<file path="src/ssp_pkg.sv">
// Constants and types of the synchronous serial port
package ssp_pkg;
    // Register indexes; byte address is index times four
    localparam logic [7:0] IDX_GCTL   = 8'h0b;
    localparam logic [7:0] IDX_PFLG   = 8'h0c;
    localparam logic [7:0] IDX_BUF    = 8'h13;
    localparam logic [7:0] IDX_CON    = 8'h14;
    localparam logic [7:0] IDX_DIRA   = 8'h85;
    localparam logic [7:0] IDX_DIRC   = 8'h87;
    localparam logic [7:0] IDX_PEN    = 8'h8c;
    localparam logic [7:0] IDX_STAT   = 8'h94;
    localparam int         IDX_LSB    = 2;
    localparam int         IDX_W      = 8;

    // Field positions
    localparam int CON_COL  = 7;
    localparam int CON_OV   = 6;
    localparam int CON_EN   = 5;
    localparam int CON_POL  = 4;
    localparam int STAT_SPH = 7;
    localparam int STAT_CKE = 6;
    localparam int STAT_FULL = 0;
    localparam int PIR_SSP  = 3;
    localparam int TRC_SCK  = 3;
    localparam int TRC_SDO  = 5;

    // Mode field codes
    localparam logic [3:0] MD_M4  = 4'h0;
    localparam logic [3:0] MD_M16 = 4'h1;
    localparam logic [3:0] MD_M64 = 4'h2;
    localparam logic [3:0] MD_MT2 = 4'h3;
    localparam logic [3:0] MD_SSS = 4'h4;

    // Half periods of the master clock in oscillator cycles
    localparam logic [5:0] HALF_4  = 6'h02;
    localparam logic [5:0] HALF_16 = 6'h08;
    localparam logic [5:0] HALF_64 = 6'h20;

    // Masks, reset values and counts
    localparam logic [7:0] PIR_USED   = 8'h4f;
    localparam logic [7:0] DIRA_MASK  = 8'h3f;
    localparam logic [7:0] DIRA_RST   = 8'h3f;
    localparam logic [7:0] DIRC_RST   = 8'hff;
    localparam logic [3:0] LAST_SAMP  = 4'h7;
    localparam logic [4:0] LAST_EDGE  = 5'h0f;
    localparam logic [1:0] RESP_OKAY  = 2'h0;
    localparam logic [1:0] RESP_ERR   = 2'h2;

    // Pins of the port
    typedef struct packed {
        logic sck;
        logic serial_in_pin;
        logic ss_n;
    } ssp_pin_in_t;

    typedef struct packed {
        logic sck_o;
        logic sck_oe;
        logic sdo_o;
        logic sdo_oe;
    } ssp_pin_out_t;

    // Whole state of the port
    typedef struct packed {
        logic [7:0] gctl;
        logic [7:0] pflg;
        logic [7:0] pen;
        logic [7:0] sbuf;
        logic [7:0] con;
        logic [7:0] dira;
        logic [7:0] dirc;
        logic [1:0] cfg;
        logic       full;
        logic [7:0] tx_sr;
        logic [7:0] rx_sr;
        logic [3:0] nsamp;
        logic [4:0] nedge;
        logic       pend;
        logic       busy;
        logic       sck;
        logic [5:0] div;
        logic       sck_m;
        logic       sck_s;
        logic       sck_p;
        logic       sdi_m;
        logic       sdi_s;
        logic       ss_m;
        logic       ss_s;
        logic       aw_ok;
        logic [7:0] aw_idx;
        logic       aw_bad;
        logic       w_ok;
        logic       w_lane;
        logic [7:0] w_dat;
        logic       bvalid;
        logic [1:0] bresp;
        logic       rvalid;
        logic [7:0] rdata;
        logic [1:0] rresp;
    } ssp_state_t;
endpackage

</file>
<file path="src/ssp_spi_top.sv">
// Synchronous serial port in SPI mode behind an AXI4-Lite register slave
module ssp_spi_top #(
    parameter int ADDR_W = 12
) (
    input  wire logic                  aclk,
    input  wire logic                  aresetn,
    input  wire logic [ADDR_W-1:0]     s_axi_awaddr,
    input  wire logic                  s_axi_awvalid,
    output logic                       s_axi_awready,
    input  wire logic [31:0]           s_axi_wdata,
    input  wire logic [3:0]            s_axi_wstrb,
    input  wire logic                  s_axi_wvalid,
    output logic                       s_axi_wready,
    output logic [1:0]                 s_axi_bresp,
    output logic                       s_axi_bvalid,
    input  wire logic                  s_axi_bready,
    input  wire logic [ADDR_W-1:0]     s_axi_araddr,
    input  wire logic                  s_axi_arvalid,
    output logic                       s_axi_arready,
    output logic [31:0]                s_axi_rdata,
    output logic [1:0]                 s_axi_rresp,
    output logic                       s_axi_rvalid,
    input  wire logic                  s_axi_rready,
    input  wire logic                  tmr2_tick,
    input  wire ssp_pkg::ssp_pin_in_t  pin_i,
    output ssp_pkg::ssp_pin_out_t      pin_o,
    output logic                       irq
);
    ssp_pkg::ssp_state_t q;
    ssp_pkg::ssp_state_t d;
    logic       en_w;
    logic       master_w;
    logic       ss_rst;
    logic       pol;
    logic       cke;
    logic [3:0] mode;
    logic       ev_done;
    logic       out_e;
    logic       smp_e;
    logic       rd_buf;

    // Address lies on a mapped register
    function automatic logic is_mapped(input logic [ADDR_W-1:0] a);
        logic [7:0] i;
        i = a[ssp_pkg::IDX_LSB +: ssp_pkg::IDX_W];
        if ((a >> (ssp_pkg::IDX_LSB + ssp_pkg::IDX_W)) != '0) begin
            return 1'b0;
        end
        return (i == ssp_pkg::IDX_GCTL) || (i == ssp_pkg::IDX_PFLG) ||
               (i == ssp_pkg::IDX_BUF) || (i == ssp_pkg::IDX_CON) ||
               (i == ssp_pkg::IDX_DIRA) || (i == ssp_pkg::IDX_DIRC) ||
               (i == ssp_pkg::IDX_PEN) || (i == ssp_pkg::IDX_STAT);
    endfunction

    // Read value of a register
    function automatic logic [7:0] rd_val(input ssp_pkg::ssp_state_t s,
                                          input logic [7:0] i);
        case (i)
            ssp_pkg::IDX_GCTL:   return s.gctl;
            ssp_pkg::IDX_PFLG:   return s.pflg;
            ssp_pkg::IDX_PEN:    return s.pen;
            ssp_pkg::IDX_BUF:    return s.sbuf;
            ssp_pkg::IDX_CON:    return s.con;
            ssp_pkg::IDX_DIRA:   return s.dira;
            ssp_pkg::IDX_DIRC:   return s.dirc;
            ssp_pkg::IDX_STAT:   return {s.cfg, 5'h00, s.full};
            default:             return 8'h00;
        endcase
    endfunction

    // Half period of the master clock for a rate code
    function automatic logic [5:0] half_of(input logic [3:0] m);
        case (m)
            ssp_pkg::MD_M16: return ssp_pkg::HALF_16;
            ssp_pkg::MD_M64: return ssp_pkg::HALF_64;
            default:         return ssp_pkg::HALF_4;
        endcase
    endfunction

    // Decoded configuration
    assign en_w     = q.con[ssp_pkg::CON_EN];
    assign mode     = q.con[3:0];
    assign pol      = q.con[ssp_pkg::CON_POL];
    assign cke      = q.cfg[0];
    assign master_w = en_w && (mode <= ssp_pkg::MD_MT2);
    assign ss_rst   = en_w && (mode == ssp_pkg::MD_SSS) && q.ss_s;

    // Bus handshakes
    assign s_axi_awready = !q.aw_ok && !q.bvalid;
    assign s_axi_wready  = !q.w_ok && !q.bvalid;
    assign s_axi_bvalid  = q.bvalid;
    assign s_axi_bresp   = q.bresp;
    assign s_axi_arready = !q.rvalid;
    assign s_axi_rvalid  = q.rvalid;
    assign s_axi_rresp   = q.rresp;
    assign s_axi_rdata   = {24'h000000, q.rdata};

    // Pins and interrupt
    assign pin_o.sck_o  = q.sck;
    assign pin_o.sck_oe = master_w && !q.dirc[ssp_pkg::TRC_SCK];
    assign pin_o.sdo_o  = q.tx_sr[7];
    assign pin_o.sdo_oe = en_w && !q.dirc[ssp_pkg::TRC_SDO] && !ss_rst;
    assign irq          = |(q.pflg & q.pen & ssp_pkg::PIR_USED);

    // Next state of the whole port
    always_comb begin
        logic       wr_buf;
        logic       edge_e;
        logic       rising;
        logic       tick;
        logic [7:0] ridx;
        d       = q;
        wr_buf  = 1'b0;
        edge_e  = 1'b0;
        rising  = 1'b0;
        tick    = 1'b0;
        ev_done = 1'b0;
        out_e   = 1'b0;
        smp_e   = 1'b0;
        rd_buf  = 1'b0;
        ridx    = s_axi_araddr[ssp_pkg::IDX_LSB +: ssp_pkg::IDX_W];
        // Pin synchronisers
        d.sck_m = pin_i.sck;
        d.sck_s = q.sck_m;
        d.sck_p = q.sck_s;
        d.sdi_m = pin_i.serial_in_pin;
        d.sdi_s = q.sdi_m;
        d.ss_m  = pin_i.ss_n;
        d.ss_s  = q.ss_m;
        // Write address and data, taken in either order
        if (s_axi_awvalid && s_axi_awready) begin
            d.aw_ok  = 1'b1;
            d.aw_idx = s_axi_awaddr[ssp_pkg::IDX_LSB +: ssp_pkg::IDX_W];
            d.aw_bad = !is_mapped(s_axi_awaddr);
        end
        if (s_axi_wvalid && s_axi_wready) begin
            d.w_ok   = 1'b1;
            d.w_dat  = s_axi_wdata[7:0];
            d.w_lane = s_axi_wstrb[0];
        end
        if (q.bvalid && s_axi_bready) begin
            d.bvalid = 1'b0;
        end
        // Register write once both halves are in
        if (q.aw_ok && q.w_ok && !q.bvalid) begin
            d.aw_ok  = 1'b0;
            d.w_ok   = 1'b0;
            d.bvalid = 1'b1;
            d.bresp  = q.aw_bad ? ssp_pkg::RESP_ERR : ssp_pkg::RESP_OKAY;
            if (!q.aw_bad && q.w_lane) begin
                case (q.aw_idx)
                    ssp_pkg::IDX_GCTL:   d.gctl = q.w_dat;
                    ssp_pkg::IDX_PFLG:   d.pflg = q.pflg & ~q.w_dat;
                    ssp_pkg::IDX_PEN:    d.pen = q.w_dat & ssp_pkg::PIR_USED;
                    ssp_pkg::IDX_CON:    d.con = q.w_dat;
                    ssp_pkg::IDX_STAT:   d.cfg = q.w_dat[ssp_pkg::STAT_SPH:ssp_pkg::STAT_CKE];
                    ssp_pkg::IDX_DIRA:   d.dira = q.w_dat & ssp_pkg::DIRA_MASK;
                    ssp_pkg::IDX_DIRC:   d.dirc = q.w_dat;
                    ssp_pkg::IDX_BUF:    wr_buf = 1'b1;
                    default: ;
                endcase
            end
        end
        // Register read
        if (s_axi_arvalid && s_axi_arready) begin
            d.rvalid = 1'b1;
            if (is_mapped(s_axi_araddr)) begin
                d.rdata = rd_val(q, ridx);
                d.rresp = ssp_pkg::RESP_OKAY;
                rd_buf  = (ridx == ssp_pkg::IDX_BUF);
            end else begin
                d.rdata = 8'h00;
                d.rresp = ssp_pkg::RESP_ERR;
            end
        end
        if (q.rvalid && s_axi_rready) begin
            d.rvalid = 1'b0;
        end
        // Buffer write loads the shift register or collides
        if (wr_buf) begin
            if (q.busy || (q.nsamp != 4'h0)) begin
                d.con[ssp_pkg::CON_COL] = 1'b1;
            end else begin
                d.tx_sr = q.w_dat;
                d.busy  = master_w;
            end
        end
        // Disabled port or raised select holds the shifter in reset
        if (!en_w || ss_rst) begin
            d.nsamp = 4'h0;
            d.nedge = 5'h00;
            d.pend  = 1'b0;
            d.busy  = 1'b0;
            d.div   = 6'h00;
            d.sck   = pol;
        end else begin
            if (master_w) begin
                if (mode == ssp_pkg::MD_MT2) begin
                    tick = tmr2_tick;
                end else begin
                    tick = (q.div == (half_of(mode) - 6'h01));
                end
                if (!q.busy) begin
                    d.sck = pol;
                    d.div = 6'h00;
                end else begin
                    d.div = tick ? 6'h00 : q.div + 6'h01;
                    if (tick) begin
                        edge_e  = 1'b1;
                        rising  = !q.sck;
                        d.sck   = !q.sck;
                        d.nedge = q.nedge + 5'h01;
                        if (q.nedge == ssp_pkg::LAST_EDGE) begin
                            d.busy  = 1'b0;
                            d.nedge = 5'h00;
                        end
                    end
                end
            end else begin
                edge_e = q.sck_s ^ q.sck_p;
                rising = q.sck_s;
            end
            // Output changes on the chosen edge, input sampled on the other
            out_e = edge_e && (rising == cke);
            smp_e = edge_e && !out_e;
            if (out_e && q.pend) begin
                d.tx_sr = {q.tx_sr[6:0], 1'b0};
                d.pend  = 1'b0;
            end
            if (smp_e) begin
                d.rx_sr = {q.rx_sr[6:0], q.sdi_s};
                d.pend  = 1'b1;
                d.nsamp = q.nsamp + 4'h1;
                if (q.nsamp == ssp_pkg::LAST_SAMP) begin
                    ev_done = 1'b1;
                    d.pend  = 1'b0;
                    d.nsamp = 4'h0;
                end
            end
        end
        // Software clears go first so hardware sets win
        if (rd_buf) begin
            d.full = 1'b0;
        end
        if (ev_done) begin
            d.pflg[ssp_pkg::PIR_SSP] = 1'b1;
            if (!master_w && q.full) begin
                d.con[ssp_pkg::CON_OV] = 1'b1;
            end else begin
                d.sbuf = {q.rx_sr[6:0], q.sdi_s};
                d.full = 1'b1;
            end
        end
    end

    // State register
    always_ff @(posedge aclk) begin
        if (!aresetn) begin
            q       <= '0;
            q.dira  <= ssp_pkg::DIRA_RST;
            q.dirc  <= ssp_pkg::DIRC_RST;
        end else begin
            q <= d;
        end
    end
endmodule

</file>
<file path="config.mk">
export PLATFORM = sky130hd
export DESIGN_NAME = ssp_spi_top
export DESIGN_NICKNAME = d
export VERILOG_FILES = /design/src/ssp_pkg.sv /design/src/ssp_spi_top.sv
export SDC_FILE = /design/constraint.sdc
export NUM_CORES = 1
export LEC_CHECK = 0
export ABC_AREA = 1
export BUFFER_PORTS_ARGS = -buffer_cell sky130_fd_sc_hd__buf_2
export CAP_MARGIN = 15
export CELL_PAD_IN_SITES_DETAIL_PLACEMENT = 0
export CELL_PAD_IN_SITES_GLOBAL_PLACEMENT = 1
export CORE_ASPECT_RATIO = 0.6
export CORE_UTILIZATION = 39
export DETAILED_ROUTE_END_ITERATION = 10
export PLACE_DENSITY = 0.84
export SLEW_MARGIN = 20
export SYNTH_ARGS = -nofsm -noshare
export SYNTH_HDL_FRONTEND = slang
export SYNTH_SLANG_ARGS = --single-unit
</file>
<file path="constraint.sdc">
create_clock -name aclk -period 2.4 [get_ports aclk]
set_clock_uncertainty 0.15 [all_clocks]
set_input_delay 0.48 -clock aclk [delete_from_list [all_inputs] [get_ports aclk]]
set_output_delay 0.48 -clock aclk [all_outputs]
set_load 0.02 [all_outputs]
</file>
Word level (Yosys, flattened, before mapping)
Cells that the tools add are included.
{ "totals": {"ff_bits": 129, "in_bits": 71, "out_inout_bits": 46, "wordCells": 231} }
{ "classes": {"add_sub_neg": 4, "magnitude_cmp": 1, "n_eq_ne": 33, "n_mux": 75, "bitwise_logic": 7, "n_reduce_logical": 74} }
{ "ops": {"columns": ["operator", "n"], "rows": [
  ["$eq 8x8->1 const B", 12],
  ["$pmux 8 s8", 1],
  ["$mux 26", 2],
  ["$eq 8x4->1 const B", 6],
  ["$eq 8x5->1 const B", 6],
  ["$mux 8", 6],
  ["$mux 1", 45],
  ["$mux 12", 3],
  ["$mux 6", 5],
  ["$reduce_and 3->1", 9],
  ["$reduce_bool 12->1", 2],
  ["$mux 7", 3],
  ["$logic_and 1x1->1", 20],
  ["$logic_or 1x1->1", 16],
  ["$mux 16", 1],
  ["$logic_not 1->1", 13],
  ["$pmux 6 s2", 1],
  ["$reduce_bool 2->1", 6],
  ["$mux 10", 1],
  ["$and 8x8->8", 1],
  ["$eq 4x2->1 const B", 2],
  ["$eq 4x3->1 const B", 2],
  ["$mux 4", 2],
  ["$not 8->8", 1],
  ["20 further kinds", 28]
]} }

Logic depth before layout (Yosys ltp)
Gate-level depths: netlist of run 1.
{ "depth": {"word_depth": 22, "depth_mapped": 17, "depth_no_buf": 16} }

Worst setup path before layout of run 1
Ideal clock, no wire load.
{ "synth_timing": {"path_kind": "register to register", "startpoint": "register q, in the netlist mode[3]", "endpoint": "register q[108] (netlist name)", "setup_time_ps": 114, "arrival_ps": 1617, "required_time_ps": 2136, "slack_ps": 519, "path_stages_with_launch": 14, "n_path_buf": 1, "synth_period_minus_slack_ps": 1881, "cell_sequence": "dfxtp_1 inv_2 nand2_2 nor2_4 inv_2 nor2_4 nand3_2 nand2_1 nand2_2 nand2_4 nand4_4 buf_6 nor2_1 nor2_2"} }
{ "synth_via": {"elab_chain_cells": 21, "elab_cells_between_ends": 36, "cone_classes": "1 x add/sub; 1 x order compare; 6 x eq/ne; 17 x mux; 1 x bitwise; 10 x reduce/logical"} }
{ "synth_rtl": {"columns": ["item", "line_no", "rtl"], "rows": [
  ["from (decl)", "ssp_spi_top.sv:29", "ssp_pkg::ssp_state_t q;"],
  ["$eq 4x2->1 / $eq 4x1->1 (equally long branches)", "ssp_spi_top.sv:73", "case (m)"],
  ["$pmux 6 s2", "ssp_spi_top.sv:73", null],
  ["$mux 6", "ssp_spi_top.sv:198", "if (mode == ssp_pkg::MD_MT2) begin"],
  ["$mux 6", "ssp_spi_top.sv:197", "if (master_w) begin"],
  ["$mux 6", "ssp_spi_top.sv:189", "if (!en_w || ss_rst) begin"],
  ["$sub 6x1->6", "ssp_spi_top.sv:201", "tick = (q.div == (half_of(mode) - 6'h01));"],
  ["$eq 6x6->1", "ssp_spi_top.sv:201", null],
  ["$mux 1", "ssp_spi_top.sv:198", null],
  ["[... 5 more ...]", null, null],
  ["$mux 1", "ssp_spi_top.sv:189", null],
  ["$eq 1x1->1", "ssp_spi_top.sv:224", "out_e = edge_e && (rising == cke);"],
  ["$logic_and 1x1->1", "ssp_spi_top.sv:224", null],
  ["$logic_not 1->1", "ssp_spi_top.sv:225", "smp_e = edge_e && !out_e;"],
  ["$logic_and 1x1->1", "ssp_spi_top.sv:225", null],
  ["$mux 1", "ssp_spi_top.sv:230", "if (smp_e) begin"],
  ["$mux 1", "ssp_spi_top.sv:189", null],
  ["$reduce_and 2->1 (no line) (*)", null, null]
]} }
Mark *: on every way between the ends. The rest lies on a longest branch, timed or not. The select of a mux whose other input is x is not followed.
A chain may end at the register's enable or synchronous reset.

==> results of run 1 <==
-- cell usage after synthesis --
| cell | n |
|---|---|
| nand3_1 | 20 |
| nor2_4 | 2 |
| nor2_1 | 72 |
| clkinv_1 | 1 |
| nand2_4 | 3 |
| mux2_2 | 1 |
| nor4_2 | 1 |
| inv_2 | 10 |
| and2_1 | 1 |
| nor3b_1 | 1 |
| nand2_2 | 4 |
| dfxtp_1 | 126 |
| nor3_1 | 8 |
| ha_1 | 4 |
| o22ai_1 | 3 |
| nor4_1 | 4 |
| nand3b_1 | 1 |
| buf_4 | 39 |
| xor2_1 | 3 |
| a31oi_1 | 2 |
| nand4_1 | 15 |
| nand3_2 | 2 |
| o21ai_0 | 61 |
| o2111ai_1 | 3 |
| conb_1 | 1 |
| inv_1 | 111 |
| nor3_2 | 2 |
| nand4_4 | 2 |
| o31ai_1 | 3 |
| a211oi_1 | 2 |
| a21oi_1 | 78 |
| buf_6 | 2 |
| o21a_1 | 2 |
| nor2_8 | 1 |
| nor2_2 | 1 |
| o21ai_1 | 6 |
| o211ai_1 | 24 |
| nand2_1 | 171 |
| clkbuf_1 | 17 |
| a221oi_1 | 2 |
| o221ai_1 | 5 |
-- layout make-up --
class / count / area share, %
Multi-Input combinational cell: 536 / 38.4
Timing Repair Buffer: 74 / 6.08
Sequential cell: 126 / 36.5
Clock buffer: 18 / 6.35
Clock inverter: 14 / 2.44
Inverter: 122 / 6.62
Tap cell: 198 / 3.58
-- report_power, final --
part,switching [uW],total [uW],internal [uW]
Sequential,37.1,2170,2140
Clock,991,2650,1660
Combinational,220,300,80.1
Total,1250,5120,3870
-- worst max-delay path by stage --
stage                     cells past startpoint        endpoint  slack (ps)            start
after detailed placement                      7  s_axi_rdata[1]         140  s_axi_araddr[6]
final                                         7        pin_o[2]         150          mode[2]
after floorplan                              13          q[108]         520          mode[3]
after global routing                         15          q[106]           8            q[43]
after CTS                                     7        pin_o[2]         120          mode[2]
after global placement                        7  s_axi_rdata[1]         160  s_axi_araddr[6]
-- cells by family (layout without fill, tap and decap cells) --
group                      after synthesis  count (layout)  synth area share, %
muxes                                    1               1                0.190
adders and majority gates                4               4                0.845
xor gates and xnor gates                 3               3                0.444
and+or+nand+nor                        311             311                 23.6
buffers and inverters                  180             228                 14.1
DFF                                    126             126                 42.6
other                                    1              26               0.0633
AOI/OAI and AO/OA                      191             191                 18.2
-- sequential cells by signal, summed over array words and instances, names as in the netlist --
register and flops:
s_axi_bresp 1, mode 4, s_axi_rresp 1, cke 1, s_axi_bvalid 1, d 4, pin_o 2, s_axi_rvalid 1
pol 1, en_w 1, q 101, s_axi_rdata 8
-- per-layer routing --
layer  wire (um)  up-vias  global-route usage (%)
met5           0        -                       0
met4         107        0                    4.57
met3        1290       10                    6.10
met2        5360      178                    25.4
met1        8730     2344                    34.2
li1            -     2731                       -
-- worst max-delay path, cell delays in order (launching register included) --
cell and delay (ps):
dfxtp_1 300, inv_2 90, nand2_2 90, nor2_4 190
inv_2 80, buf_4 180, nor2_1 100, buf_2 170
-- through the flow --
step	util [%]	area [um2]	cells	setup WS (ps)
after floorplan	-	6020	842	519
after global placement	43.0	6310	1056	161
after detailed placement	43.0	6310	1056	144
after CTS	47.1	6910	1088	119
after global routing	47.1	6910	1088	8.02
final	47.1	6910	1088	150
==> results_dict.tcl, run 1 <==
set metrics [dict create \
    run_status "completed" \
    nets 952 \
    critPathMaxFanout 9 \
    place.gp.congestion 0.870 \
    multiInputGateArea_mm2 0.00266 \
    fin_crit_ps 2250 \
    wl_per_cell_um 14.2 \
    fin_hold_ws_ps 94.2 \
    num_vias 5263 \
    timing.hold.worst.class "in -> reg" \
    synth_cells 817 \
    max_cap_viol_count 0 \
    layout-drive-gt1-share_pct 15.2 \
    period_share_pct 93.8 \
    synth-warning-count 0 \
    drt-initial-drc-count 529 \
    yosysTopAreaCellShare_pct 42.6 \
    io_pins 117 \
    netlist_area_mm2 0.00592 \
    hold_end "d[39]" \
    n_antenna_cell 0 \
    grt_pass1_vias 4682 \
    r2r.worst_path.cells 15 \
    antenna_left 0 \
    maxSlewViolCount 0 \
    cts-buffers-inserted 17 \
    coreArea_mm2 0.0147 \
    wirelength_um 15500 \
    hold_violations 0 \
    cts_setup_buffers 0 \
    hpwl_um 11300 \
    clk_path_buf_depth 2 \
    cp.required_ps 1770 \
    endpoint_kind "output port" \
    final_cell_mix "nand2_1, dfxtp_1, inv_1" \
    critPathArrivalTime_ps 1620 \
    cts_resized 0 \
    max_freq_mhz 444 \
    whs_path_depth 3 \
    firstDrtPassIters 5 \
    synthToLayoutAreaGrowth_pct 16.7 \
    synth.distinct_cells 41 \
    cts_hold_buffers 0 \
    ir_drop_mv 0.402 \
    globalRouteOverflowTotal 0 \
    worst_slew_pin_slew_ps 557 \
    cts-root-buf "clkbuf_16" \
    pwr_density_cell_mw_per_mm2 740 \
    drc 0 \
    dieArea_mm2 0.0157 \
    fillCellCount 1520 \
    start_kind "flip-flop" \
    grt_max_degree 87 \
    port_buffers 59 \
    timing.rr.end "q[106]" \
    final_common_cell "nand2_1" \
    synth_seq_area_share_pct 42.6 \
    synth_seq_cells 126 \
    grt_pass1_wl_um 25200 \
    power_uw 5120 \
    fp.dieH_um 97.5 \
    start_util_pct 40.4 \
    yosys-top-cells-area "dfxtp_1, nand2_1, inv_1" \
    clk_pin_slew_ps 60 \
    hp-start "pin_i[2]" \
    final.setup.tns_ps 0 \
    regArea_mm2 0.00252 \
    cts_num_sinks 126 \
    rsz0062_at_grt "no" \
    p_leak_uw 0.00313 \
    avgSynthCellArea_um2 7.25 \
    r2r_slack_ps 250 \
    grt_util_all_layers_pct 20.9 \
    yosysTopAreaCell "dfxtp_1" \
    finalSetupViolations 0 \
    rows 34 \
    antenna_found_initial 0 \
    slew-limit-headroom_pct 62.5 \
    htreeDepth 4 \
    vias_per_cell 4.84 \
    r2r_start "q[43]" \
    die_w_um 161 \
    path_class "reg -> out" \
    cts_tree "built" \
    insertion_delay_ps 420 \
]
Power figures use the tool's default switching activity.
==> inputs of run 2 (changes only) <==
--- a/config.mk
+++ b/config.mk
@@ -11,7 +11,9 @@
 export CELL_PAD_IN_SITES_DETAIL_PLACEMENT = 0
 export CELL_PAD_IN_SITES_GLOBAL_PLACEMENT = 1
 export CORE_ASPECT_RATIO = 0.6
+export CORE_MARGIN = 1.5
 export CORE_UTILIZATION = 39
+export CTS_CLUSTER_SIZE = 8
 export DETAILED_ROUTE_END_ITERATION = 10
 export PLACE_DENSITY = 0.84
 export SLEW_MARGIN = 20
==> run 2 against run 1 <==
  * Worst setup slack worse by 23 ps
  * Final cell count stayed put
  * Sequential share of layout area is 0.18 points lower
  * Clock power increased by 5%
  * First-iteration DRC count fell by 10%
  * Critical path depth stayed put
  * Routed wire length barely moved
  * Count of clock-buffer cells in the layout is 4 higher
  * Largest power group unchanged
==> results_dict.tcl, run 2 (same netlist as run 1, synthesis figures left out) <==
set metrics [dict create \
    run_status "completed" \
    fp.dieH_um 98.5 \
    start_kind "flip-flop" \
    place.gp.congestion 0.874 \
    firstDrtPassIters 4 \
    num_vias 5245 \
    slew-limit-headroom_pct 65.5 \
    globalRouteOverflowTotal 0 \
    cts_tree "built" \
    hold_violations 0 \
    cts_resized 0 \
    finalSetupViolations 0 \
    cp_common_cell "inv_2" \
    placed_cell_area_mm2 0.00631 \
    largest_register "q" \
    grt_max_degree 87 \
    p_leak_uw 0.00316 \
    grt_pass1_wl_um 24800 \
    layout-drive-gt1-share_pct 15.1 \
    cp.required_ps 1770 \
    period_share_pct 94.7 \
    post-route-util_pct 47.3 \
    final_cell_mix "nand2_1, dfxtp_1, inv_1" \
    cts-root-buf "clkbuf_16" \
    final_common_cell "nand2_1" \
    wl_per_cell_um 14.3 \
    hpwl_um 11400 \
    start_util_pct 40.4 \
    htreeDepth 4 \
    largest_reg_flops 101 \
    dieArea_mm2 0.0160 \
    n_antenna_cell 0 \
    rsz0062_at_grt "no" \
    grt_util_all_layers_pct 20.3 \
    fillCellCount 1506 \
    synthToLayoutAreaGrowth_pct 17.3 \
    crit_chain "inv_2 > nand2_2 > nor2_4 > inv_2 > buf_4 > nor2_1 > buf_2" \
    critPathMaxFanout 9 \
    pwr_density_cell_mw_per_mm2 756 \
    worst_slew_pin_slew_ps 513 \
    port_buffers 59 \
    antenna_left 0 \
    insertion_delay_ps 420 \
    cts_num_sinks 126 \
    vias_per_cell 4.82 \
    fin_crit_ps 2270 \
    die_w_um 162 \
    maxSlewViolCount 0 \
    critPathMaxStageDelay_ps 300 \
    ir_drop_mv 0.382 \
    cts_setup_buffers 0 \
    final.setup.tns_ps 0 \
    timing.hold.worst.class "in -> reg" \
    drc 0 \
    rows 34 \
    io_pins 117 \
    path_buf_inv 4 \
    wirelength_um 15500 \
    cts_hold_buffers 0 \
    drt-initial-drc-count 476 \
    clk_path_buf_depth 2 \
    coreArea_mm2 0.0147 \
    nets 952 \
    power_uw 5250 \
    endpoint_kind "output port" \
    max_cap_viol_count 0 \
    grt_pass1_vias 4667 \
    design_area_mm2 0.00695 \
    path_class "reg -> out" \
    cts-buffers-inserted 17 \
    antenna_found_initial 0 \
    clk_pin_slew_ps 60 \
    cp_top_family "buffers and inverters" \
    critPathArrivalTime_ps 1640 \
    slowest_stage "dfxtp_1" \
    max_freq_mhz 440 \
]
## run 2: cell type report
cell class	count	area [um2]	share of cell area, %
Multi-Input combinational cell	536	2660	38.2
Sequential cell	126	2520	36.3
Clock buffer	22	484	6.97
Inverter	122	458	6.59
Timing Repair Buffer	74	420	6.05
Tap cell	198	248	3.57
Clock inverter	10	159	2.29
## run 2: power by group
part           internal (uW)  switching (uW)  total (uW)
combinational           80.1             217         297
clock                   1840             935        2780
sequential              2140            37.7        2170
## run 2: worst register-to-register path, cell delays in order (launching register included)
cell	delay (ps)
dfxtp_1	350
inv_1	130
nand2_1	70
nor2_1	110
o21ai_1	80
nand2_1	70
nand2_1	60
nand2_2	110
nand3_2	130
nand2_1	100
nand2_2	90
nand2_4	120
nand4_4	250
nor2_1	210
nor2_2	50
## run 2: worst paths after layout
check	to	startpoint	slack, ps	cells past startpoint
worst max-delay path	pin_o[2]	mode[2]	130	7
worst min-delay path	d[36]	pin_i[1]	100	3
worst max register to register	q[108]	q[43]	230	14
worst min register to register	q[36]	d[36]	260	2
## run 2: layer usage
metal  vias to the layer above  track usage (%)  share of wire, %
li1                       2727                -                 -
met1                      2352             33.1                56
met2                       152             24.8                35
met3                        14             5.60               7.7
met4                         0             5.58              0.84
met5                         -                0                 0
## run 2: through the flow
stage	setup WS, ps	instances	hold slack [ps]
2_1_floorplan	519	842	240
3_3_place_gp	159	1056	249
3_5_place_dp	99.8	1056	249
4_1_cts	107	1088	87.9
5_1_grt	7.25	1088	95.7
6_report	127	1088	99.4
